### config.mk
export PLATFORM = sky130hd
export DESIGN_NAME = pic_ctrl
export DESIGN_NICKNAME = d
export VERILOG_FILES = /design/src/hw/pic_pkg.sv /design/src/hw/pic_trigger.sv /design/src/hw/pic_ctrl.sv
export SDC_FILE = /design/constraint.sdc
export NUM_CORES = 1
export LEC_CHECK = 0
export ABC_AREA = 1
export ABC_CLOCK_PERIOD_IN_PS = 19300
export BUFFER_PORTS_ARGS = -buffer_cell sky130_fd_sc_hd__buf_2
export CAP_MARGIN = 20
export CELL_PAD_IN_SITES_DETAIL_PLACEMENT = 0
export CELL_PAD_IN_SITES_GLOBAL_PLACEMENT = 2
export CORE_MARGIN = 1
export CORE_UTILIZATION = 35
export CTS_CLUSTER_DIAMETER = 150
export DETAILED_ROUTE_END_ITERATION = 7
export GPL_TIMING_DRIVEN = 1
export PLACE_DENSITY = 0.95
export RECOVER_POWER = 100
export SLEW_MARGIN = 20
export SYNTH_ARGS = -nofsm -noshare
export SYNTH_HDL_FRONTEND = slang
export SYNTH_SLANG_ARGS = --single-unit
### constraint.sdc
create_clock -name clk -period 19.3 [get_ports clk]
set_clock_uncertainty 0.15 [all_clocks]
set_input_delay 0.965 -clock clk [delete_from_list [all_inputs] [get_ports clk]]
set_output_delay 0.965 -clock clk [all_outputs]
set_load 0.02 [all_outputs]
### src/hw/pic_pkg.sv
// Package of register offsets, field positions, vectors and timing for the interrupt controller.
package pic_pkg;
    localparam logic [7:0] ADDR_TIMER_EXTINT_CONTROL = 8'h88;
    localparam logic [7:0] ADDR_PRIORITY_HIGH_BANK0 = 8'hb4;
    localparam logic [7:0] ADDR_PRIORITY_HIGH_BANK1 = 8'hb5;
    localparam logic [7:0] ADDR_PRIORITY_LOW_BANK0 = 8'hb8;
    localparam logic [7:0] ADDR_PRIORITY_LOW_BANK1 = 8'hb9;
    localparam logic [7:0] ADDR_GROUP4_CHANNEL_ENABLE = 8'hba;
    localparam logic [7:0] ADDR_GROUP4_REQUEST_FLAGS = 8'hd8;
    localparam logic [7:0] ADDR_EXTINT_MODE_AND_FLAGS = 8'he8;
    localparam logic [7:0] ADDR_SOURCE_ENABLE = 8'ha8;
    localparam logic [7:0] ADDR_SOURCE_ENABLE_HI = 8'ha9;
    localparam logic [7:0] ADDR_PERIPH_FLAGS = 8'hf0;
    localparam logic [7:0] ADDR_IN_PROGRESS = 8'hf1;
    localparam logic [7:0] REG_RESET = 8'h00;
    // Timer/ext control bit positions.
    localparam int TC_TF1 = 7;
    localparam int TC_TF0 = 5;
    localparam int TC_IE1 = 3;
    localparam int TC_IT1 = 2;
    localparam int TC_IE0 = 1;
    localparam int TC_IT0 = 0;
    // Mode and flag register fields.
    localparam int MF_IT4 = 6;
    localparam int MF_IT3 = 4;
    localparam int MF_IT2 = 2;
    localparam int MF_IE3 = 1;
    localparam int MF_IE2 = 0;
    // Peripheral flag register bit positions.
    localparam int PF_TF2 = 0;
    localparam int PF_TIMER2_EXTERNAL_EVENT_FLAG = 1;
    localparam int PF_RI = 2;
    localparam int PF_TI = 3;
    localparam int PF_ADC = 4;
    localparam int PF_SPI = 5;
    localparam int PF_SCM = 6;
    // Secondary enable bit for the modulator group.
    localparam int EN_PWM = 5;
    localparam int EN_ALL = 7;
    // Source indices in fixed polling order, index 0 polled first.
    localparam int NSRC = 13;
    localparam int S_EXT0 = 0;
    localparam int S_TMR0 = 1;
    localparam int S_EXT1 = 2;
    localparam int S_TMR1 = 3;
    localparam int S_SER = 4;
    localparam int S_TMR2 = 5;
    localparam int S_ADC = 6;
    localparam int S_SPI = 7;
    localparam int S_EXT2 = 8;
    localparam int S_EXT3 = 9;
    localparam int S_EXT4 = 10;
    localparam int S_PWM = 11;
    localparam int S_SCM = 12;
    localparam logic [15:0] VEC_NMI = 16'h007b;
    localparam logic [15:0] VEC_BASE = 16'h0003;
    localparam logic [15:0] VEC_STEP = 16'h0008;
    localparam logic [15:0] VEC_PWM = 16'h0063;
    localparam logic [15:0] VEC_SCM = 16'h006b;
    localparam logic [7:0] FILLER_OPCODE = 8'ha5;
    localparam logic [15:0] PROG_SIZE = 16'h4000;
    // Poll cycles and hardware call length in machine cycles.
    localparam logic [3:0] POLL_CYCLES = 4'h3;
    localparam logic [3:0] CALL_CYCLES = 4'h7;
    // Trigger field encodings.
    localparam logic [1:0] TRIG_LOW = 2'h0;
    localparam logic [1:0] TRIG_FALL = 2'h1;
    localparam logic [1:0] TRIG_RISE = 2'h2;
    localparam logic [1:0] TRIG_BOTH = 2'h3;
    typedef enum logic [1:0] {
        PIC_IDLE = 2'b00,
        PIC_WAIT = 2'b01,
        PIC_CALL = 2'b10
    } pic_state_t;
endpackage : pic_pkg

### src/hw/pic_trigger.sv
// Trigger detector for one external interrupt input: synchroniser, edge and level detection.
`timescale 1ns/1ps
`default_nettype none
module pic_trigger (
    input wire logic clk,
    input wire logic rst_n,
    input wire logic pin,
    input wire logic [1:0] mode,
    output logic level_req,
    output logic edge_evt
);
    import pic_pkg::*;
    typedef struct packed {
        logic s1;
        logic s2;
        logic prev;
    } pic_trig_t;
    pic_trig_t st_ff, nxt_st;
    always_comb begin
        nxt_st = st_ff;
        nxt_st.s1 = pin;
        nxt_st.s2 = st_ff.s1;
        nxt_st.prev = st_ff.s2;
    end
    always_ff @(posedge clk) begin
        if (!rst_n) begin
            st_ff <= '1;
        end else begin
            st_ff <= nxt_st;
        end
    end
    // Edges are judged on two successive synchronised samples.
    always_comb begin
        level_req = (mode == TRIG_LOW) && !st_ff.s2;
        case (mode)
            TRIG_FALL: edge_evt = st_ff.prev && !st_ff.s2;
            TRIG_RISE: edge_evt = !st_ff.prev && st_ff.s2;
            TRIG_BOTH: edge_evt = st_ff.prev != st_ff.s2;
            default: edge_evt = 1'b0;
        endcase
    end
endmodule : pic_trigger
`default_nettype wire

### src/hw/pic_ctrl.sv
// Prioritised interrupt controller: flags, enables, four-level priority, nesting and call sequencing.
//
// Local design decision: strobed register access.
`timescale 1ns/1ps
`default_nettype none
module pic_ctrl #(
    parameter int G4_CHANNELS = 8
) (
    input wire logic clk,
    input wire logic rst_n,
    input wire logic [7:0] reg_addr,
    input wire logic [7:0] reg_wdata,
    input wire logic reg_wr,
    input wire logic reg_rd,
    output logic [7:0] reg_rdata,
    input wire logic ext0_pin,
    input wire logic ext1_pin,
    input wire logic ext2_pin,
    input wire logic ext3_pin,
    input wire logic [G4_CHANNELS-1:0] group4_pin,
    input wire logic timer0_overflow,
    input wire logic timer1_overflow,
    input wire logic timer2_overflow,
    input wire logic timer2_event,
    input wire logic serial_rx_done,
    input wire logic serial_tx_done,
    input wire logic converter_done,
    input wire logic converter_cont_compare,
    input wire logic converter_above_compare,
    input wire logic spi_done,
    input wire logic scm_event,
    input wire logic [2:0] modulator_channel_flag,
    input wire logic [2:0] modulator_channel_int_enable,
    input wire logic fetch_cycle,
    input wire logic final_cycle,
    input wire logic reti_exec,
    input wire logic [7:0] fetch_opcode,
    input wire logic [15:0] fetch_pc,
    input wire logic [15:0] cur_pc,
    output logic call_req,
    output logic call_push,
    output logic [15:0] call_push_pc,
    output logic [15:0] call_vector,
    output logic call_busy,
    output logic [3:0] level_in_progress
);
    import pic_pkg::*;

    typedef struct packed {
        logic [7:0] timer_extint_control;
        logic [7:0] mode_flags;
        logic [7:0] g4_flags;
        logic [7:0] g4_sel;
        logic [7:0] prio_h0;
        logic [7:0] prio_h1;
        logic [7:0] prio_l0;
        logic [7:0] prio_l1;
        logic [7:0] en0;
        logic [7:0] en1;
        logic [7:0] pflags;
        logic [3:0] in_prog;
        logic nmi_prog;
        logic after_reti;
        pic_state_t state;
        logic [3:0] count;
        logic [3:0] sel_src;
        logic sel_nmi;
        logic [1:0] sel_lvl;
        logic [15:0] vec;
        logic [15:0] push_pc;
        logic push;
        logic issue;
        logic [7:0] rdata;
    } pic_ctrl_t;

    pic_ctrl_t st_ff, nxt_st;

    logic [3:0] lvl_req;
    logic [3:0] edge_evt;
    logic [G4_CHANNELS-1:0] g4_lvl;
    logic [G4_CHANNELS-1:0] g4_edge;
    logic [NSRC-1:0] req;
    logic [1:0] lvl [NSRC];
    logic [13:0] prio_h;
    logic [13:0] prio_l;
    logic win_any;
    logic [3:0] win_src;
    logic [1:0] win_lvl;
    logic blocked;
    logic nmi_req;
    logic [1:0] cur_top;
    logic any_prog;

    pic_trigger u_ext0 (.clk(clk), .rst_n(rst_n), .pin(ext0_pin),
        .mode({1'b0, st_ff.timer_extint_control[TC_IT0]}), .level_req(lvl_req[0]), .edge_evt(edge_evt[0]));
    pic_trigger u_ext1 (.clk(clk), .rst_n(rst_n), .pin(ext1_pin),
        .mode({1'b0, st_ff.timer_extint_control[TC_IT1]}), .level_req(lvl_req[1]), .edge_evt(edge_evt[1]));
    pic_trigger u_ext2 (.clk(clk), .rst_n(rst_n), .pin(ext2_pin),
        .mode(st_ff.mode_flags[MF_IT2+:2]), .level_req(lvl_req[2]), .edge_evt(edge_evt[2]));
    pic_trigger u_ext3 (.clk(clk), .rst_n(rst_n), .pin(ext3_pin),
        .mode(st_ff.mode_flags[MF_IT3+:2]), .level_req(lvl_req[3]), .edge_evt(edge_evt[3]));

    // One shared trigger field drives every group-four channel.
    genvar gi;
    generate
        for (gi = 0; gi < G4_CHANNELS; gi++) begin : g_g4
            pic_trigger u_g4 (.clk(clk), .rst_n(rst_n), .pin(group4_pin[gi]),
                .mode(st_ff.mode_flags[MF_IT4+:2]), .level_req(g4_lvl[gi]), .edge_evt(g4_edge[gi]));
        end
    endgenerate

    assign prio_h = {st_ff.prio_h1[6:0], st_ff.prio_h0[6:0]};
    assign prio_l = {st_ff.prio_l1[6:0], st_ff.prio_l0[6:0]};

    // Requests in polling order, each gated by its own enable and the global enable.
    always_comb begin
        req = '0;
        req[S_EXT0] = st_ff.timer_extint_control[TC_IE0] && st_ff.en0[0];
        req[S_TMR0] = st_ff.timer_extint_control[TC_TF0] && st_ff.en0[1];
        req[S_EXT1] = st_ff.timer_extint_control[TC_IE1] && st_ff.en0[2];
        req[S_TMR1] = st_ff.timer_extint_control[TC_TF1] && st_ff.en0[3];
        req[S_SER] = (st_ff.pflags[PF_RI] || st_ff.pflags[PF_TI]) && st_ff.en0[4];
        req[S_TMR2] = (st_ff.pflags[PF_TF2] || st_ff.pflags[PF_TIMER2_EXTERNAL_EVENT_FLAG]) && st_ff.en0[5];
        req[S_ADC] = st_ff.pflags[PF_ADC] && st_ff.en0[6];
        req[S_SPI] = st_ff.pflags[PF_SPI] && st_ff.en1[0];
        req[S_EXT2] = st_ff.mode_flags[MF_IE2] && st_ff.en1[1];
        req[S_EXT3] = st_ff.mode_flags[MF_IE3] && st_ff.en1[2];
        req[S_EXT4] = |(st_ff.g4_flags & st_ff.g4_sel) && st_ff.en1[3];
        req[S_PWM] = |(modulator_channel_flag & modulator_channel_int_enable) && st_ff.en1[EN_PWM];
        req[S_SCM] = st_ff.pflags[PF_SCM] && st_ff.en1[6];
        req = req & {NSRC{st_ff.en0[EN_ALL]}};
    end

    // Level of each source from its high and low bits; the priority map skips unused bit 4 of bank 1.
    always_comb begin
        for (int i = 0; i < NSRC; i++) begin
            lvl[i] = {prio_h[i], prio_l[i]};
        end
        lvl[S_PWM] = {prio_h[12], prio_l[12]};
        lvl[S_SCM] = {prio_h[13], prio_l[13]};
    end

    // Highest level wins; the lowest index wins within a level.
    always_comb begin
        win_any = 1'b0;
        win_src = '0;
        win_lvl = '0;
        for (int i = NSRC - 1; i >= 0; i--) begin
            if (req[i] && (!win_any || lvl[i] >= win_lvl)) begin
                win_any = 1'b1;
                win_src = 4'(i);
                win_lvl = lvl[i];
            end
        end
    end

    always_comb begin
        any_prog = |st_ff.in_prog;
        cur_top = st_ff.in_prog[3] ? 2'h3 : st_ff.in_prog[2] ? 2'h2 : st_ff.in_prog[1] ? 2'h1 : 2'h0;
        nmi_req = fetch_cycle && ((fetch_opcode == FILLER_OPCODE) || (fetch_pc >= PROG_SIZE));
        blocked = !fetch_cycle || !final_cycle || st_ff.after_reti || st_ff.nmi_prog
            || (any_prog && win_lvl <= cur_top);
    end

    always_comb begin
        nxt_st = st_ff;
        nxt_st.push = 1'b0;
        nxt_st.issue = 1'b0;
        nxt_st.rdata = REG_RESET;
        // Hardware-set flags; the set wins over a software clear in the same cycle.
        if (reg_wr) begin
            case (reg_addr)
                ADDR_TIMER_EXTINT_CONTROL: nxt_st.timer_extint_control = reg_wdata;
                ADDR_EXTINT_MODE_AND_FLAGS: nxt_st.mode_flags = reg_wdata;
                ADDR_GROUP4_REQUEST_FLAGS: nxt_st.g4_flags = reg_wdata;
                ADDR_GROUP4_CHANNEL_ENABLE: nxt_st.g4_sel = reg_wdata;
                ADDR_PRIORITY_HIGH_BANK0: nxt_st.prio_h0 = reg_wdata & 8'h7f;
                ADDR_PRIORITY_HIGH_BANK1: nxt_st.prio_h1 = reg_wdata & 8'h6f;
                ADDR_PRIORITY_LOW_BANK0: nxt_st.prio_l0 = reg_wdata & 8'h7f;
                ADDR_PRIORITY_LOW_BANK1: nxt_st.prio_l1 = reg_wdata & 8'h6f;
                ADDR_SOURCE_ENABLE: nxt_st.en0 = reg_wdata;
                ADDR_SOURCE_ENABLE_HI: nxt_st.en1 = reg_wdata & 8'h6f;
                ADDR_PERIPH_FLAGS: nxt_st.pflags = reg_wdata & 8'h7f;
                default: ;
            endcase
        end
        if (timer0_overflow) nxt_st.timer_extint_control[TC_TF0] = 1'b1;
        if (timer1_overflow) nxt_st.timer_extint_control[TC_TF1] = 1'b1;
        if (timer2_overflow) nxt_st.pflags[PF_TF2] = 1'b1;
        if (timer2_event) nxt_st.pflags[PF_TIMER2_EXTERNAL_EVENT_FLAG] = 1'b1;
        if (serial_rx_done) nxt_st.pflags[PF_RI] = 1'b1;
        if (serial_tx_done) nxt_st.pflags[PF_TI] = 1'b1;
        if (converter_done && (!converter_cont_compare || converter_above_compare)) begin
            nxt_st.pflags[PF_ADC] = 1'b1;
        end
        if (spi_done) nxt_st.pflags[PF_SPI] = 1'b1;
        if (scm_event) nxt_st.pflags[PF_SCM] = 1'b1;
        // Vectoring clears only edge flags of ext 0-3 and timer 0/1 flags.
        if (st_ff.state == PIC_CALL && st_ff.count == '0 && !st_ff.sel_nmi) begin
            case (st_ff.sel_src)
                4'(S_EXT0): nxt_st.timer_extint_control[TC_IE0] = 1'b0;
                4'(S_EXT1): nxt_st.timer_extint_control[TC_IE1] = 1'b0;
                4'(S_TMR0): nxt_st.timer_extint_control[TC_TF0] = 1'b0;
                4'(S_TMR1): nxt_st.timer_extint_control[TC_TF1] = 1'b0;
                4'(S_EXT2): nxt_st.mode_flags[MF_IE2] = 1'b0;
                4'(S_EXT3): nxt_st.mode_flags[MF_IE3] = 1'b0;
                default: ;
            endcase
        end
        if (edge_evt[0]) nxt_st.timer_extint_control[TC_IE0] = 1'b1;
        if (edge_evt[1]) nxt_st.timer_extint_control[TC_IE1] = 1'b1;
        if (edge_evt[2]) nxt_st.mode_flags[MF_IE2] = 1'b1;
        if (edge_evt[3]) nxt_st.mode_flags[MF_IE3] = 1'b1;
        if (!st_ff.timer_extint_control[TC_IT0]) nxt_st.timer_extint_control[TC_IE0] = lvl_req[0];
        if (!st_ff.timer_extint_control[TC_IT1]) nxt_st.timer_extint_control[TC_IE1] = lvl_req[1];
        if (st_ff.mode_flags[MF_IT2+:2] == TRIG_LOW) nxt_st.mode_flags[MF_IE2] = lvl_req[2];
        if (st_ff.mode_flags[MF_IT3+:2] == TRIG_LOW) nxt_st.mode_flags[MF_IE3] = lvl_req[3];
        for (int c = 0; c < G4_CHANNELS; c++) begin
            if (st_ff.mode_flags[MF_IT4+:2] == TRIG_LOW) begin
                nxt_st.g4_flags[c] = g4_lvl[c];
            end else if (g4_edge[c]) begin
                nxt_st.g4_flags[c] = 1'b1;
            end
        end
        // Return handling.
        if (reti_exec) begin
            nxt_st.after_reti = 1'b1;
            if (st_ff.nmi_prog) begin
                nxt_st.nmi_prog = 1'b0;
            end else begin
                nxt_st.in_prog[cur_top] = 1'b0;
            end
        end else if (fetch_cycle && final_cycle) begin
            nxt_st.after_reti = 1'b0;
        end
        case (st_ff.state)
            PIC_IDLE: begin
                if (nmi_req && !st_ff.nmi_prog) begin
                    nxt_st.state = PIC_CALL;
                    nxt_st.sel_nmi = 1'b1;
                    nxt_st.count = CALL_CYCLES - 4'h1;
                end else if (win_any && !blocked) begin
                    nxt_st.state = PIC_WAIT;
                    nxt_st.sel_nmi = 1'b0;
                    nxt_st.sel_src = win_src;
                    nxt_st.sel_lvl = win_lvl;
                    nxt_st.count = POLL_CYCLES - 4'h2;
                end
            end
            PIC_WAIT: begin
                if (!req[st_ff.sel_src]) begin
                    nxt_st.state = PIC_IDLE;
                end else if (st_ff.count == '0) begin
                    nxt_st.state = PIC_CALL;
                    nxt_st.count = CALL_CYCLES - 4'h1;
                end else begin
                    nxt_st.count = st_ff.count - 4'h1;
                end
            end
            PIC_CALL: begin
                if (st_ff.count == CALL_CYCLES - 4'h1) begin
                    nxt_st.push = !st_ff.sel_nmi;
                    nxt_st.push_pc = cur_pc;
                    nxt_st.issue = 1'b1;
                    if (st_ff.sel_nmi) begin
                        nxt_st.vec = VEC_NMI;
                        nxt_st.nmi_prog = 1'b1;
                    end else begin
                        nxt_st.in_prog[st_ff.sel_lvl] = 1'b1;
                        nxt_st.vec = (st_ff.sel_src == 4'(S_PWM)) ? VEC_PWM
                            : (st_ff.sel_src == 4'(S_SCM)) ? VEC_SCM
                            : 16'(VEC_BASE + VEC_STEP * 16'(st_ff.sel_src));
                    end
                end
                if (st_ff.count == '0) begin
                    nxt_st.state = PIC_IDLE;
                end else begin
                    nxt_st.count = st_ff.count - 4'h1;
                end
            end
            default: nxt_st.state = PIC_IDLE;
        endcase
        if (reg_rd) begin
            case (reg_addr)
                ADDR_TIMER_EXTINT_CONTROL: nxt_st.rdata = st_ff.timer_extint_control;
                ADDR_EXTINT_MODE_AND_FLAGS: nxt_st.rdata = st_ff.mode_flags;
                ADDR_GROUP4_REQUEST_FLAGS: nxt_st.rdata = st_ff.g4_flags;
                ADDR_GROUP4_CHANNEL_ENABLE: nxt_st.rdata = st_ff.g4_sel;
                ADDR_PRIORITY_HIGH_BANK0: nxt_st.rdata = st_ff.prio_h0;
                ADDR_PRIORITY_HIGH_BANK1: nxt_st.rdata = st_ff.prio_h1;
                ADDR_PRIORITY_LOW_BANK0: nxt_st.rdata = st_ff.prio_l0;
                ADDR_PRIORITY_LOW_BANK1: nxt_st.rdata = st_ff.prio_l1;
                ADDR_SOURCE_ENABLE: nxt_st.rdata = st_ff.en0;
                ADDR_SOURCE_ENABLE_HI: nxt_st.rdata = st_ff.en1;
                ADDR_PERIPH_FLAGS: nxt_st.rdata = st_ff.pflags;
                ADDR_IN_PROGRESS: nxt_st.rdata = {3'h0, st_ff.nmi_prog, st_ff.in_prog};
                default: nxt_st.rdata = REG_RESET;
            endcase
        end
    end

    always_ff @(posedge clk) begin
        if (!rst_n) begin
            st_ff <= '0;
        end else begin
            st_ff <= nxt_st;
        end
    end

    assign reg_rdata = st_ff.rdata;
    assign call_req = st_ff.issue;
    assign call_push = st_ff.push;
    assign call_push_pc = st_ff.push_pc;
    assign call_vector = st_ff.vec;
    assign call_busy = (st_ff.state != PIC_IDLE);
    assign level_in_progress = st_ff.in_prog;
endmodule : pic_ctrl
`default_nettype wire

==> results by group <==
Clock network
  – Sink Count: about 170
  – CTS resizes: 0
  – Clock transition at the registers of the reported paths: roughly 0.070 ns
  – Worst skew pair latency: around 0.43 ns
  – CTS hold repair buffers: 0
  – Setup Buffers After CTS: 0
  – TritonCTS clock tree: yes
  – Max Root-Sink Buffers: 2
  – Root Buffer: clkbuf_16
  – Clock buffers created by TritonCTS: 17
  – H-tree level count: 4

Place
  – Placed Area: roughly 9600 um2
  – Hpwl dp: approximately 19,000 um
  – Post-Place Setup Slack: 4.82 ns
  – IO Port Bufs: 114
  – GP Congestion: roughly 0.90
  – Dpl cells: roughly 1.6k

Synthesis
  – Top-count cell post-synth: inv_1
  – Register bit total from synthesis: around 170
  – Post-synth ARST share: 0
  – Yosys cell types: 48
  – Top post-synthesis cells by area: dfxtp_1 (37%), inv_1 (8.5%), nand2_1 (6.9%)
  – Synthesized-area fraction occupied by adder cells: 0.0642
  – Post-synthesis mux area share: 0
  – Yosys warnings: 0
  – Mapped cell area: roughly 9000 um2
  – Largest area contributor in the netlist: dfxtp_1
  – Synth cell count leaders: inv_1 (204), dfxtp_1 (165), nand2_1 (165), nor2_1 (111), o21ai_0 (110)
  – Main combinational cell family by area after synthesis: simple AND/OR/NAND/NOR gates
  – Top cell type's share of synthesized area: 0.369
  – Synthesized area per cell: around 7.2 um2
  – Synth Area in Compound Gates: 0.195
  – Sequential area share after synthesis: 0.369
  – Syn Inst Count: 1,238
  – Post-synth EDFFs: 0
  – Top FF cell, synth: dfxtp_1
  – Area share of xor/xnor cells in the synthesized design: 0.000977
  – Post-synthesis simple-gate area fraction: 0.229

Setup path
  – CP max stage delay: ~0.66 ns
  – R2R Setup Slk: 3.81 ns
  – Crit Path Max Fanout: 9
  – Critical Path Most Common Cell: nand2_1
  – Startpoint types: flip-flop
  – Slowest-stage cell, CP: dfxtp_1
  – CP Capture Type: flip-flop
  – Crit path DAT: around 16 ns
  – Worst EP required: approximately 19 ns
  – Crit path kind: reg2reg

Timing
  – Finish-stage setup viols: 0
  – RSZ-0062 raised after global routing: no
  – Fmax: roughly 65 MHz
  – Slew Limit Fails: between 100 and 150
  – Final Hold Vio Count: 0
  – Rel. slew slack: -1.39
  – Tmin final: between 15 and 20 ns
  – Final worst-path cycle share: 0.803
  – Setup WS post-layout: between 3 and 4 ns
  – Setup_tns: 0 ns
  – Worst-Margin Slew: around 3.6 ns

Route
  – Vias post-DR: around 8k
  – Final WL: roughly 26,000 um
  – DR DRC count: 0
  – Iter 0 DRT Violations: between 500 and 600
  – Post-route ant nets: 0
  – First-pass DRT Iterations: 5
  – WL/cell: approximately 16 um
  – Vias/cell: approximately 4.9

Global route
  – Global-route wire length before repair: 40,600 um
  – Vias in the first global route: 7,289
  – GRT Util Overall: 0.201
  – Busiest grt layer: met2
  – GRT Residual Overflow: 0
  – Met3 global-route usage: 0.0337
  – Largest net degree at the start of global routing: between 80 and 90
  – Initial antenna violation count: 0
  – Met1 Resource Use GR: 0.271
  – Grt met2 use: 0.325

Run status
  – Status: complete, but fails checks
  – Failing checks: max-capacitance violations, max-slew violations

Finish
  – Nets: roughly 1.4k
  – Register Area: 3300 um2
  – Final cell count without fillers: ~1.6k
  – Area taken by multi-input logic gates: about 4400 um2
  – Layout cells sized above 1: 0.138
  – Syn-to-layout area delta: 12.5%
  – Fin area: between 10,000 and 15,000 um2
  – Filler cell count in the final layout: around 2.6k
  – Antenna cell count: 0

Die
  – Core area: ~25,000 um2
  – Die height: 162 um
  – Die Wd: approximately 160 um
  – Die ar.: roughly 26,000 um2
  – Ports: 139
  – Initial core utilization: 0.356
  – Row cnt: 58

Pwr
  – Leak pwr: around 4.5 nW
  – Worst vdd ir: between 0.00004 and 0.00005 V
  – Pwr dens: a little under 80 nW/um2
  – Total power: ~0.78 mW

Min path
  – Hold Crit Class: reg2reg

Job
  – Max-Cap Viols: 2
-- routing by layer --
| layer | part of all wire | vias up |
|---|---|---|
| met5 | 0 | - |
| met4 | 0.014 | 0 |
| met3 | 0.056 | 27 |
| met2 | 0.47 | 214 |
| met1 | 0.46 | 3702 |
| li1 | - | 4177 |
-- worst max-delay path, delay by kind of cell (launching register included) --
| family | cells | cell delay, ns |
|---|---|---|
| AND/OR/NAND/NOR | 46 | 5.19 |
| flip-flops | 1 | 0.66 |
| AO/OA/AOI/OAI | 28 | 4.41 |
| buffers and inverters | 15 | 1.20 |
| adder cells (fa/ha/maj) | 13 | 3.75 |
-- sequential cells by signal, indices dropped and copies added, names as in the netlist, 4 cells and up --
| name | count |
|---|---|
| st_ff | 68 |
| lvl | 26 |
| call_push_pc | 16 |
| g_g4.u_g4.nxt_st | 16 |
| g_g4.u_g4.st_ff | 8 |
| reg_rdata | 8 |
| call_vector | 5 |
| level_in_progress | 4 |
-- cell usage in the layout (no fill, tap or decap), drive strengths merged, types with 2 or more instances in the layout --
master | netlist | routed
a211oi | 5 | 5
a21oi | 92 | 92
a221oi | 28 | 28
a22oi | 3 | 3
a31oi | 6 | 6
and2 | 3 | 3
buf | 48 | 80
bufinv | 0 | 3
clkbuf | 33 | 59
clkinv | 1 | 2
clkinvlp | 0 | 2
conb | 1 | 10
dfxtp | 165 | 165
ha | 46 | 46
inv | 208 | 216
nand2 | 192 | 192
nand3 | 71 | 71
nand3b | 2 | 2
nand4 | 7 | 7
nor2 | 112 | 112
nor3 | 16 | 16
nor4 | 3 | 3
o2111ai | 3 | 3
o211ai | 11 | 11
o21ai | 120 | 120
o221ai | 2 | 2
o22ai | 21 | 21
o311ai | 2 | 2
o31ai | 2 | 2
or2 | 28 | 28
-- final cells by class --
type,count,area share
inverter,209,0.0783
timing repair buffer,122,0.0566
clock buffer,17,0.0422
tap,330,0.0409
multi-input combinational,792,0.436
clock inverter,14,0.0187
sequential,165,0.327
-- final timing paths --
kind                                      from                           endpoint  depth (start not counted)
max                     st_ff[84]$_SDFFE_PN0P_             st_ff[47]$_SDFFE_PN0P_                        102
max reg2reg             st_ff[84]$_SDFFE_PN0P_             st_ff[47]$_SDFFE_PN0P_                        102
min reg2reg  g_g4[0].u_g4.nxt_st[1]$_SDFF_PN1_  g_g4[0].u_g4.nxt_st[0]$_SDFF_PN1_                          1
min          g_g4[0].u_g4.nxt_st[1]$_SDFF_PN1_  g_g4[0].u_g4.nxt_st[0]$_SDFF_PN1_                          1
-- where the power goes --
part | switching, mW | internal [mW] | total [mW] | leakage [nW]
logic | 0.0376 | 0.0202 | 0.0578 | 2.82
clock network | 0.156 | 0.208 | 0.364 | 0.296
registers | 0.00575 | 0.349 | 0.355 | 1.34
-- metrics by stage --
stage,hold WS [ns],utilization
2_1_floorplan,0.243,-
3_3_place_gp,0.244,0.380
3_5_place_dp,0.247,0.380
4_1_cts,0.263,0.404
5_1_grt,0.266,0.401
6_report,0.263,0.401
-- cell families (layout without fill, tap and decap cells) --
logic type / after synthesis / in the layout
AOI/OAI and AO/OA: 301 / 301
and+or+nand+nor: 434 / 434
other: 1 / 10
buffers and inverters: 290 / 362
DFF: 165 / 165
xor gates and xnor gates: 1 / 1
adders and majority gates: 46 / 46
Power figures use the tool's default switching activity.
